==> src/common/trig_map.svh <==
// Register offsets, field positions, reset values and counts of the trigger selector.
`ifndef TRIG_MAP_SVH
`define TRIG_MAP_SVH

// ****************************************************************
// Sizes
// ****************************************************************
`define TRIG_COUNT 28
`define TRIG_ID_W 5
`define SRC_W 5
`define CFG_W 8
`define GPIO_COUNT 10

// ****************************************************************
// Register offsets (byte addresses)
// ****************************************************************
`define OFS_CTRL 8'h00
`define OFS_SW_TRIG 8'h04
`define OFS_SCRATCH 8'h08
`define OFS_MASK 8'h0C
`define OFS_STATUS 8'h10
`define OFS_IRQ_STAT 8'h14
`define OFS_IRQ_MASK 8'h18
`define OFS_STATE_CFG 8'h20
`define OFS_TRIG_CFG 8'h40
`define OFS_TRIG_CFG_END 8'hAC

// ****************************************************************
// Trigger config word fields
// ****************************************************************
`define CFG_SRC_LSB 0
`define CFG_TYPE_LSB 5
`define CFG_IMM_BIT 7

// ****************************************************************
// Trigger source numbers
// ****************************************************************
`define SRC_ZERO 0
`define SRC_ONE 1
`define SRC_STARTUP_TO_STANDBY_TRIGGER 2
`define SRC_SU_ALT 3
`define SRC_WAIT 4
`define SRC_GPIO0 5
`define SRC_SW0 15
`define SRC_SCRATCH0 23

// ****************************************************************
// Startup destination codes, reset values and interrupt bit positions
// ****************************************************************
`define DEST_STANDBY 2'h0
`define DEST_ALT 2'h1
`define MASK_RST 28'h0000000
`define CTRL_RST 2'h0
`define IRQ_SERVICED 0
`define IRQ_PREEMPT 1
`define IRQ_W 2

`endif

==> src/common/trig_pkg.sv <==
// Types shared by the trigger selector and its configuration table.
package trig_pkg;

  // Sensitivity of one trigger.
  typedef enum logic [1:0] {
    TYPE_HIGH = 2'h0,
    TYPE_LOW = 2'h1,
    TYPE_RISE = 2'h2,
    TYPE_FALL = 2'h3
  } trig_type_t;

  // Dispatch engine states, one-hot.
  typedef enum logic [1:0] {
    ENG_IDLE = 2'b01,
    ENG_RUN = 2'b10
  } eng_state_t;

  // Power states, code equals priority rank (0 is highest).
  typedef enum logic [1:0] {
    PS_ACTIVE = 2'h0,
    PS_MCU_ONLY = 2'h1,
    PS_DEEP_SLEEP = 2'h2,
    PS_STANDBY = 2'h3
  } pwr_state_t;

endpackage : trig_pkg

==> src/common/cfg_mem_if.sv <==
// Interface between the selector and its trigger configuration table.
`timescale 1ns/1ps
interface cfg_mem_if;
  logic wr_en;
  logic [4:0] wr_addr;
  logic [7:0] wr_data;
  logic [4:0] rd_addr;
  logic [7:0] rd_data;

  modport ctrl (output wr_en, output wr_addr, output wr_data, output rd_addr, input rd_data);
  modport mem (input wr_en, input wr_addr, input wr_data, input rd_addr, output rd_data);
endinterface : cfg_mem_if

==> src/trig_select.sv <==
// Trigger source selection, masking and priority dispatch of the state engine.
//
// The implementer's own choices: the plain strobed port and the register addresses.
`timescale 1ns/1ps
`include "trig_map.svh"

module trig_select import trig_pkg::*; (
  input wire logic CORE_CLK,
  input wire logic NRST,
  input wire logic [7:0] ADDR,
  input wire logic [31:0] WDATA,
  input wire logic WR,
  input wire logic RD,
  output logic [31:0] RDATA,
  input wire logic [`GPIO_COUNT-1:0] GPIO_IN,
  input wire logic ON_REQ,
  input wire logic WAIT_TIMEOUT,
  input wire logic SEQ_END,
  input wire logic MASK_LOAD,
  input wire logic [`TRIG_COUNT-1:0] MASK_VAL,
  input wire logic [1:0] STATE_ARRIVE,
  output logic SEQ_START,
  output logic SEQ_PREEMPT,
  output logic [`TRIG_ID_W-1:0] SEQ_ID,
  output logic [1:0] CUR_STATE,
  output logic [3:0] RAIL_EN,
  output logic [`GPIO_COUNT-1:0] GPO_OUT,
  output logic [7:0] STEP_DELAY,
  output logic IRQ
);

  // ****************************************************************
  // Reset release and input synchronisers
  // ****************************************************************
  logic [1:0] rst_sync_q;
  logic rst_n;
  logic [`GPIO_COUNT:0] pin_meta_q;
  logic [`GPIO_COUNT:0] pin_sync_q;
  logic on_req_prev_q;

  // The reset is asserted at once and released through two flops.
  always_ff @(posedge CORE_CLK or negedge NRST) begin
    if (!NRST) begin
      rst_sync_q <= 2'h0;
    end else begin
      rst_sync_q <= {rst_sync_q[0], 1'b1};
    end
  end
  assign rst_n = rst_sync_q[1];

  // Pins are asynchronous; only the second stage is read by logic.
  always_ff @(posedge CORE_CLK or negedge rst_n) begin
    if (!rst_n) begin
      pin_meta_q <= '0;
      pin_sync_q <= '0;
      on_req_prev_q <= 1'b0;
    end else begin
      pin_meta_q <= {ON_REQ, GPIO_IN};
      pin_sync_q <= pin_meta_q;
      on_req_prev_q <= pin_sync_q[`GPIO_COUNT];
    end
  end

  // ****************************************************************
  // Software registers
  // ****************************************************************
  logic [1:0] dest_q;
  logic [7:0] sw_trig_q;
  logic [7:0] scratch_q;
  logic [`IRQ_W-1:0] irq_stat_q;
  logic [`IRQ_W-1:0] irq_mask_q;
  logic [21:0] state_cfg_q [4];
  logic [`IRQ_W-1:0] irq_set;
  logic wr_cfg;

  assign wr_cfg = WR && (ADDR >= `OFS_TRIG_CFG) && (ADDR <= `OFS_TRIG_CFG_END);

  // Plain control registers written by software.
  always_ff @(posedge CORE_CLK or negedge rst_n) begin
    if (!rst_n) begin
      dest_q <= `CTRL_RST;
      sw_trig_q <= 8'h00;
      scratch_q <= 8'h00;
      irq_mask_q <= '0;
    end else if (WR) begin
      if (ADDR == `OFS_CTRL) begin
        dest_q <= WDATA[1:0];
      end else if (ADDR == `OFS_SW_TRIG) begin
        sw_trig_q <= WDATA[7:0];
      end else if (ADDR == `OFS_SCRATCH) begin
        scratch_q <= WDATA[7:0];
      end else if (ADDR == `OFS_IRQ_MASK) begin
        irq_mask_q <= WDATA[`IRQ_W-1:0];
      end
    end
  end

  // per-state outputs: rails [3:0], outputs [13:4], delay [21:14].
  always_ff @(posedge CORE_CLK or negedge rst_n) begin
    if (!rst_n) begin
      for (int i = 0; i < 4; i++) begin
        state_cfg_q[i] <= 22'h000000;
      end
    end else if (WR && (ADDR[7:4] == 4'h2) && (ADDR[1:0] == 2'h0)) begin
      state_cfg_q[ADDR[3:2]] <= WDATA[21:0];
    end
  end

  // Sticky event bits; a new event wins over a write-one clear.
  always_ff @(posedge CORE_CLK or negedge rst_n) begin
    if (!rst_n) begin
      irq_stat_q <= '0;
    end else if (WR && (ADDR == `OFS_IRQ_STAT)) begin
      irq_stat_q <= (irq_stat_q & ~WDATA[`IRQ_W-1:0]) | irq_set;
    end else begin
      irq_stat_q <= irq_stat_q | irq_set;
    end
  end
  assign IRQ = |(irq_stat_q & irq_mask_q);

  // ****************************************************************
  // Trigger sources
  // ****************************************************************
  logic su_std_q;
  logic su_alt_q;
  logic wait_q;
  logic on_req_rise;
  logic [31:0] src_vec;

  assign on_req_rise = pin_sync_q[`GPIO_COUNT] && !on_req_prev_q;

  // Startup and timeout events are held until the next state is reached,
  // so that the slow scan of the slot table cannot miss a short pulse.
  always_ff @(posedge CORE_CLK or negedge rst_n) begin
    if (!rst_n) begin
      su_std_q <= 1'b0;
      su_alt_q <= 1'b0;
      wait_q <= 1'b0;
    end else begin
      su_std_q <= (su_std_q && !MASK_LOAD) || (on_req_rise && (dest_q == `DEST_STANDBY));
      su_alt_q <= (su_alt_q && !MASK_LOAD) || (on_req_rise && (dest_q == `DEST_ALT));
      wait_q <= (wait_q && !MASK_LOAD) || WAIT_TIMEOUT;
    end
  end

  // pin sources, software bits, scratch bits.
  // constant sources at numbers zero and one.
  assign src_vec = {1'b0, scratch_q, sw_trig_q, pin_sync_q[`GPIO_COUNT-1:0],
                    wait_q, su_alt_q, su_std_q, 1'b1, 1'b0};

  // ****************************************************************
  // Slot scan
  // ****************************************************************
  cfg_mem_if cfg_bus ();
  cfg_table u_cfg_table (
    .clk(CORE_CLK),
    .rst_n(rst_n),
    .port(cfg_bus.mem)
  );

  logic [`TRIG_ID_W-1:0] scan_q;
  logic [`TRIG_ID_W-1:0] slot_q;
  logic [`TRIG_COUNT-1:0] prev_lvl_q;
  logic [`TRIG_COUNT-1:0] pend_q;
  logic [`TRIG_COUNT-1:0] imm_q;
  logic [`TRIG_COUNT-1:0] mask_q;
  logic cur_lvl;
  logic hit;
  trig_type_t cfg_type;

  assign cfg_bus.wr_en = wr_cfg;
  assign cfg_bus.wr_addr = 5'((ADDR - `OFS_TRIG_CFG) >> 2);
  assign cfg_bus.wr_data = WDATA[7:0];
  assign cfg_bus.rd_addr = scan_q;

  // One slot is read per cycle; the word returns with the slot number.
  always_ff @(posedge CORE_CLK or negedge rst_n) begin
    if (!rst_n) begin
      scan_q <= '0;
      slot_q <= '0;
    end else begin
      scan_q <= (scan_q == 5'(`TRIG_COUNT - 1)) ? 5'h00 : scan_q + 5'h01;
      slot_q <= scan_q;
    end
  end

  assign cur_lvl = src_vec[cfg_bus.rd_data[`CFG_TYPE_LSB-1:`CFG_SRC_LSB]];
  assign cfg_type = trig_type_t'(cfg_bus.rd_data[`CFG_IMM_BIT-1:`CFG_TYPE_LSB]);

  // sensitivity: edges compare against this slot's previous sample.
  always_comb begin
    case (cfg_type)
      TYPE_HIGH: hit = cur_lvl;
      TYPE_LOW: hit = !cur_lvl;
      TYPE_RISE: hit = cur_lvl && !prev_lvl_q[slot_q];
      default: hit = !cur_lvl && prev_lvl_q[slot_q];
    endcase
  end

  // Level history and immediate flag of each slot.
  always_ff @(posedge CORE_CLK or negedge rst_n) begin
    if (!rst_n) begin
      prev_lvl_q <= '0;
      imm_q <= '0;
    end else begin
      prev_lvl_q[slot_q] <= cur_lvl;
      imm_q[slot_q] <= cfg_bus.rd_data[`CFG_IMM_BIT];
    end
  end

  // whole mask replaced by one command.
  // mask applied on arriving in a state.
  always_ff @(posedge CORE_CLK or negedge rst_n) begin
    if (!rst_n) begin
      mask_q <= `MASK_RST;
    end else if (MASK_LOAD) begin
      mask_q <= MASK_VAL;
    end
  end

  // ****************************************************************
  // Priority dispatch
  // ****************************************************************
  // Lowest set bit wins; returns found flag and trigger number.
  function automatic logic [`TRIG_ID_W:0] first_set(input logic [`TRIG_COUNT-1:0] v);
    logic [`TRIG_ID_W:0] r;
    r = '0;
    for (int i = `TRIG_COUNT - 1; i >= 0; i--) begin
      if (v[i]) begin
        r = {1'b1, 5'(i)};
      end
    end
    return r;
  endfunction : first_set

  eng_state_t eng_q;
  logic [`TRIG_COUNT-1:0] ready_v;
  logic [`TRIG_ID_W:0] pick_any;
  logic [`TRIG_ID_W:0] pick_imm;
  logic take;
  logic take_imm;
  logic [`TRIG_ID_W-1:0] take_id;

  // a set mask bit keeps a pending trigger from being served.
  assign ready_v = pend_q & ~mask_q;
  // rank follows the ID, so destination priority is set by ID order.
  assign pick_any = first_set(ready_v);
  // immediate candidates may cut into a running sequence.
  assign pick_imm = first_set(ready_v & imm_q);

  // normal triggers only start from idle, after the sequence end.
  // only a selected, pending slot can start a transition.
  always_comb begin
    take = 1'b0;
    take_imm = 1'b0;
    take_id = '0;
    case (eng_q)
      ENG_IDLE: begin
        take = pick_any[`TRIG_ID_W];
        take_id = pick_any[`TRIG_ID_W-1:0];
      end
      default: begin
        take = pick_imm[`TRIG_ID_W];
        take_imm = pick_imm[`TRIG_ID_W];
        take_id = pick_imm[`TRIG_ID_W-1:0];
      end
    endcase
  end

  // Pending bits; a fresh hit in the served cycle is kept.
  always_ff @(posedge CORE_CLK or negedge rst_n) begin
    if (!rst_n) begin
      pend_q <= '0;
    end else begin
      for (int i = 0; i < `TRIG_COUNT; i++) begin
        if (hit && (slot_q == 5'(i))) begin
          pend_q[i] <= 1'b1;
        end else if (take && (take_id == 5'(i))) begin
          pend_q[i] <= 1'b0;
        end
      end
    end
  end

  // Engine state: busy from a start until the sequence reports its end.
  always_ff @(posedge CORE_CLK or negedge rst_n) begin
    if (!rst_n) begin
      eng_q <= ENG_IDLE;
    end else begin
      case (eng_q)
        ENG_IDLE: begin
          if (take) begin
            eng_q <= ENG_RUN;
          end
        end
        default: begin
          if (SEQ_END && !take) begin
            eng_q <= ENG_IDLE;
          end
        end
      endcase
    end
  end

  // Start request towards the command datapath, held one cycle.
  always_ff @(posedge CORE_CLK or negedge rst_n) begin
    if (!rst_n) begin
      SEQ_START <= 1'b0;
      SEQ_PREEMPT <= 1'b0;
      SEQ_ID <= '0;
    end else begin
      SEQ_START <= take;
      SEQ_PREEMPT <= take_imm;
      if (take) begin
        SEQ_ID <= take_id;
      end
    end
  end
  assign irq_set = {SEQ_PREEMPT, SEQ_START};

  // ****************************************************************
  // Power state outputs
  // ****************************************************************
  // state code is its rank; ACTIVE is code zero.
  // rails, outputs and delay follow the state reached.
  always_ff @(posedge CORE_CLK or negedge rst_n) begin
    if (!rst_n) begin
      CUR_STATE <= PS_STANDBY;
      RAIL_EN <= 4'h0;
      GPO_OUT <= '0;
      STEP_DELAY <= 8'h00;
    end else if (MASK_LOAD) begin
      CUR_STATE <= STATE_ARRIVE;
      RAIL_EN <= state_cfg_q[STATE_ARRIVE][3:0];
      GPO_OUT <= state_cfg_q[STATE_ARRIVE][13:4];
      STEP_DELAY <= state_cfg_q[STATE_ARRIVE][21:14];
    end
  end

  // ****************************************************************
  // Read port
  // ****************************************************************
  // Data stand in the cycle after the strobe; unmapped reads give zero.
  always_ff @(posedge CORE_CLK or negedge rst_n) begin
    if (!rst_n) begin
      RDATA <= 32'h00000000;
    end else if (!RD) begin
      RDATA <= 32'h00000000;
    end else if (ADDR == `OFS_CTRL) begin
      RDATA <= {30'h0, dest_q};
    end else if (ADDR == `OFS_SW_TRIG) begin
      RDATA <= {24'h0, sw_trig_q};
    end else if (ADDR == `OFS_SCRATCH) begin
      RDATA <= {24'h0, scratch_q};
    end else if (ADDR == `OFS_MASK) begin
      RDATA <= {4'h0, mask_q};
    end else if (ADDR == `OFS_STATUS) begin
      RDATA <= {21'h0, SEQ_ID, CUR_STATE, eng_q == ENG_RUN, |ready_v, |pend_q, 1'b0};
    end else if (ADDR == `OFS_IRQ_STAT) begin
      RDATA <= {30'h0, irq_stat_q};
    end else if (ADDR == `OFS_IRQ_MASK) begin
      RDATA <= {30'h0, irq_mask_q};
    end else if ((ADDR[7:4] == 4'h2) && (ADDR[1:0] == 2'h0)) begin
      RDATA <= {10'h0, state_cfg_q[ADDR[3:2]]};
    end else begin
      RDATA <= 32'h00000000;
    end
  end

endmodule : trig_select

==> src/cfg_table.sv <==
// Small memory holding one configuration word per trigger slot.
`timescale 1ns/1ps
`include "trig_map.svh"
module cfg_table import trig_pkg::*; (
  input wire logic clk,
  input wire logic rst_n,
  cfg_mem_if.mem port
);

  logic [`CFG_W-1:0] mem_q [`TRIG_COUNT];

  // Write port; slots beyond the table are ignored.
  always_ff @(posedge clk or negedge rst_n) begin
    if (!rst_n) begin
      for (int i = 0; i < `TRIG_COUNT; i++) begin
        mem_q[i] <= 8'h00;
      end
    end else if (port.wr_en && (port.wr_addr < 5'(`TRIG_COUNT))) begin
      mem_q[port.wr_addr] <= port.wr_data;
    end
  end

  // Registered read port; data appear one cycle after the address.
  always_ff @(posedge clk or negedge rst_n) begin
    if (!rst_n) begin
      port.rd_data <= 8'h00;
    end else if (port.rd_addr < 5'(`TRIG_COUNT)) begin
      port.rd_data <= mem_q[port.rd_addr];
    end else begin
      port.rd_data <= 8'h00;
    end
  end

endmodule : cfg_table

==> config.mk <==
export PLATFORM = sky130hd
export DESIGN_NAME = trig_select
export DESIGN_NICKNAME = d
export VERILOG_FILES = /design/src/common/trig_pkg.sv /design/src/common/cfg_mem_if.sv /design/src/trig_select.sv /design/src/cfg_table.sv
export VERILOG_INCLUDE_DIRS = /design/src /design/src/common
export SDC_FILE = /design/constraint.sdc
export NUM_CORES = 1
export LEC_CHECK = 0
export ABC_AREA = 1
export BUFFER_PORTS_ARGS = -buffer_cell sky130_fd_sc_hd__clkbuf_2
export CORE_UTILIZATION = 39
export DETAILED_ROUTE_END_ITERATION = 16
export GPL_ROUTABILITY_DRIVEN = 0
export SETUP_SLACK_MARGIN = 0.1
export SLEW_MARGIN = 10
export SYNTH_ARGS = -nofsm -noshare
export SYNTH_HDL_FRONTEND = slang
export SYNTH_SLANG_ARGS = --single-unit
==> constraint.sdc <==
create_clock -name CORE_CLK -period 46.2 [get_ports CORE_CLK]
set_clock_uncertainty 0.05 [all_clocks]
set_input_delay 0 -clock CORE_CLK [delete_from_list [all_inputs] [get_ports CORE_CLK]]
set_output_delay 0 -clock CORE_CLK [all_outputs]
set_load 0.05 [all_outputs]
==> summary.txt <==
Status
  – Status: finished, final reports clean

CTS
  – Worst-Skew Late Latency: between 0.6 and 0.7 ns
  – Clock Path Buffers: 3
  – Number of buffers created by CTS: 59
  – Setup bufs post-CTS: 0
  – Clk slew on worst S/H paths: around 0.06 ns
  – # clock sinks: ~550
  – CTS H-tree lvls: 2
  – CTS tree: done
  – Root Buffer: clkbuf_16

Layout
  – Fin cells: ~4000
  – Share of post-route cells with drive strength above 1: under 10%
  – Antenna diodes: 0
  – Area growth from synthesis to layout: 16.61%
  – Final #Nets: 3232

Die
  – Ports: roughly 150
  – DIE AREA: roughly 65000 um2
  – Die width: ~250 um
  – Rows: 92
  – Initial core utilization: between 30% and 40%
  – Core area: ~63000 um2
  – Die Ht: around 250 um

Yosys
  – Sequential area share after synthesis: between 50 and 60%
  – Unique masters post-synth: 52
  – Area contributors post-synth: dfrtp_1, o21ai_0, nand2_1
  – Yosys warning count: 0
  – Top_reg_cell synth: dfrtp_1
  – Synth cell count leaders: nand2_1, o21ai_0, dfrtp_1, nor2_1, inv_1
  – Largest area contributor in the netlist: dfrtp_1
  – Top cell type's share of synthesized area: between 50 and 60%
  – Cells after Synth: 3001
  – Synthesized area per cell: 8.294 um2
  – Cell with the most instances after synthesis: nand2_1
  – Post-synthesis async set-or-reset flop share: between 90% and 100%
  – Post-synth EDFFs: 0
  – Post-synthesis instance area: 24890 um2
  – Register bit total from synthesis: approximately 550

Detailed routing
  – DRC violations left: 0
  – Routed WL per cell: about 19 um
  – Vias per cell: about 5.3
  – DR pass1 iterations: 6
  – Vias: 21580
  – Iteration-0 DRC Markers: around 2200
  – WL final: roughly 75000 um
  – Post-DRT Antenna Nets: 0

Critical path
  – Number of cells on the worst reg-to-reg path: 9
  – Most used cell, CP: nand2_1
  – Worst path max stage delay: 1.11 ns
  – Critical Path Start: u_cfg_table.port.rd_data[0]
  – WP buf/inv: 1
  – CP max-delay cell: o31ai_4
  – Crit path arrival time: 4.30 ns
  – Crit path capture type: flop
  – R2R Path End: pend_q[17]
  – Critical path's top delay family: compound AO/OA/AOI/OAI gates
  – R2R Setup Slk: ~42 ns
  – CP Launch Type: flop
  – R2R Path Start: u_cfg_table.port.rd_data[0]
  – CP max FO: 30
  – Setup Crit Path Kind: reg2reg
  – Worst path cell trace: inv_2, nor2_1, o22ai_1, o21ai_0, o221ai_1, nand2_1, o31ai_4, nand2_1, nand2_1
  – WP data required: around 47 ns

Pwr
  – Pwr Total: 1.320 mW
  – Maximum VDD drop: roughly 0.028 mV
  – Leak: around 14 nW
  – PwrDens: 45.49 nW/um2

Placed design
  – Placed Instances: ~3800
  – IO Port Bufs: 137
  – DP HPWL: about 50000 um

Timing
  – Slew HR: 19.47%
  – Max Clk Rate: 264.6 MHz
  – Slew Limit Fails: 0
  – RSZ-0062 raised after global routing: no
  – Min cycle time layout: 3.779 ns
  – Period utilization: slightly above 8%
  – Measured slew at the worst slew-check pin: between 1 and 1.5 ns
  – Final Hold Viols: 0
  – Final Setup Violations: 0
  – Setup TNS: 0 ns

Hold path
  – Hold endpoint: RDATA[6]
  – Worst hold path cell count: 7
  – HP Start: ADDR[6]
  – Hold Path Class: in2reg

Flow run
  – Max-cap violations: 0

Global routing
  – Total congestion overflow: 0
  – Vias in the first global route: just over 20000
  – Pin count of the biggest net entering global routing: about 190
  – First-pass GRT wire length: between 100000 and 150000 um
  – Total GRT Usage: 23.30%
  – Initial antenna violation count: 2
layout by cell type (no fill, tap or decap), drive strengths merged, types with 33 or more instances in the layout:
cell,n
nand2,784
dfrtp,550
o22ai,48
dlygate4sd3,81
inv,215
nor2,320
a21oi,51
o21ai,597
clkbuf,225
nand3,33
kinds of logic (layout without fill, tap and decap cells):
family                     count (synthesis)  count (layout)  share of synthesized area, %
AOI/OAI and AO/OA                        857             857                         19.35
other                                      2               5                       0.03017
buffers and inverters                    386             573                         5.922
and+or+nand+nor                         1202            1202                         19.03
DFF                                      553             553                         55.62
adders and majority gates                  1               1                       0.05026
registers in the layout, indices dropped and copies added, names as in the netlist, 5 cells and up:
signal,flops
cfg_bus.rd_addr,5
mask_q,28
pin_meta_q,11
pin_sync_q,11
STEP_DELAY,8
u_cfg_table.port.rd_data,8
pend_q,28
prev_lvl_q,28
SEQ_ID,5
GPO_OUT,10
u_cfg_table.mem_q,224
imm_q,28
RDATA,28
slot_q,5
sw_trig_q,8
state_cfg_q,88
scratch_q,8
layer usage:
layer / track usage [%] / routed length [um] / vias up
met1: 31.87 / 33210 / 10453
met5: 0 / 31 / -
met4: 8.400 / 2533 / 4
met3: 3.684 / 4743 / 136
li1: - / - / 10256
met2: 37.41 / 34630 / 731
metrics by stage:
stage / setup WS [ns] / instance area (um2) / util (%) / hold WS, ns
floorplan: 29.60 / 24900 / - / -0.3456
global placement: 42.39 / 26230 / 41.58 / -0.2609
detailed placement: 42.31 / 26230 / 41.58 / -0.2595
CTS: 42.28 / 29020 / 46.01 / 0.001616
global route: 42.04 / 29020 / 46.01 / 0.04174
finish: 42.42 / 29020 / 46.01 / 0.04736
final cells by class:
| type | count | area (um2) |
|---|---|---|
| timing repair buffer | 241 | 1694 |
| inverter | 223 | 837.1 |
| sequential | 553 | 13850 |
| multi-input combinational | 2065 | 9599 |
| tap | 846 | 1059 |
| clock buffer | 89 | 1759 |
| clock inverter | 20 | 226.5 |
| fill | 6137 | 34060 |
where the power goes:
| part | internal, mW | total, mW | switching, mW |
|---|---|---|---|
| sequential | 0.550 | 0.595 | 0.0456 |
| combinational | 0.0743 | 0.245 | 0.171 |
| clock | 0.280 | 0.480 | 0.200 |
| total | 0.904 | 1.32 | 0.417 |
how the worst max path moves through the flow:
stage	endpoint	slack, ns	depth (start not counted)
6_report	pend_q[17]	42.42	9
5_1_grt	pend_q[17]	42.04	9
4_1_cts	pend_q[17]	42.28	9
3_5_place_dp	pend_q[17]	42.31	9
3_3_place_gp	pend_q[17]	42.39	9
2_1_floorplan	GPO_OUT[0]	29.60	0
what timing repair did:
| action | CTS | global route |
|---|---|---|
| gates resized for setup | 0 | 0 |
| hold buffers | 81 | 0 |
| endpoints found under the hold margin | 274 | 0 |
worst min-delay path: stages:
cell      delay (ns)
clkbuf_2        0.12
nor3_2          0.09
inv_1           0.08
nor3_2          0.04
buf_4           0.19
nand2_1         0.11
a221oi_1        0.08
No activity file was read; power rests on OpenSTA's default activity.
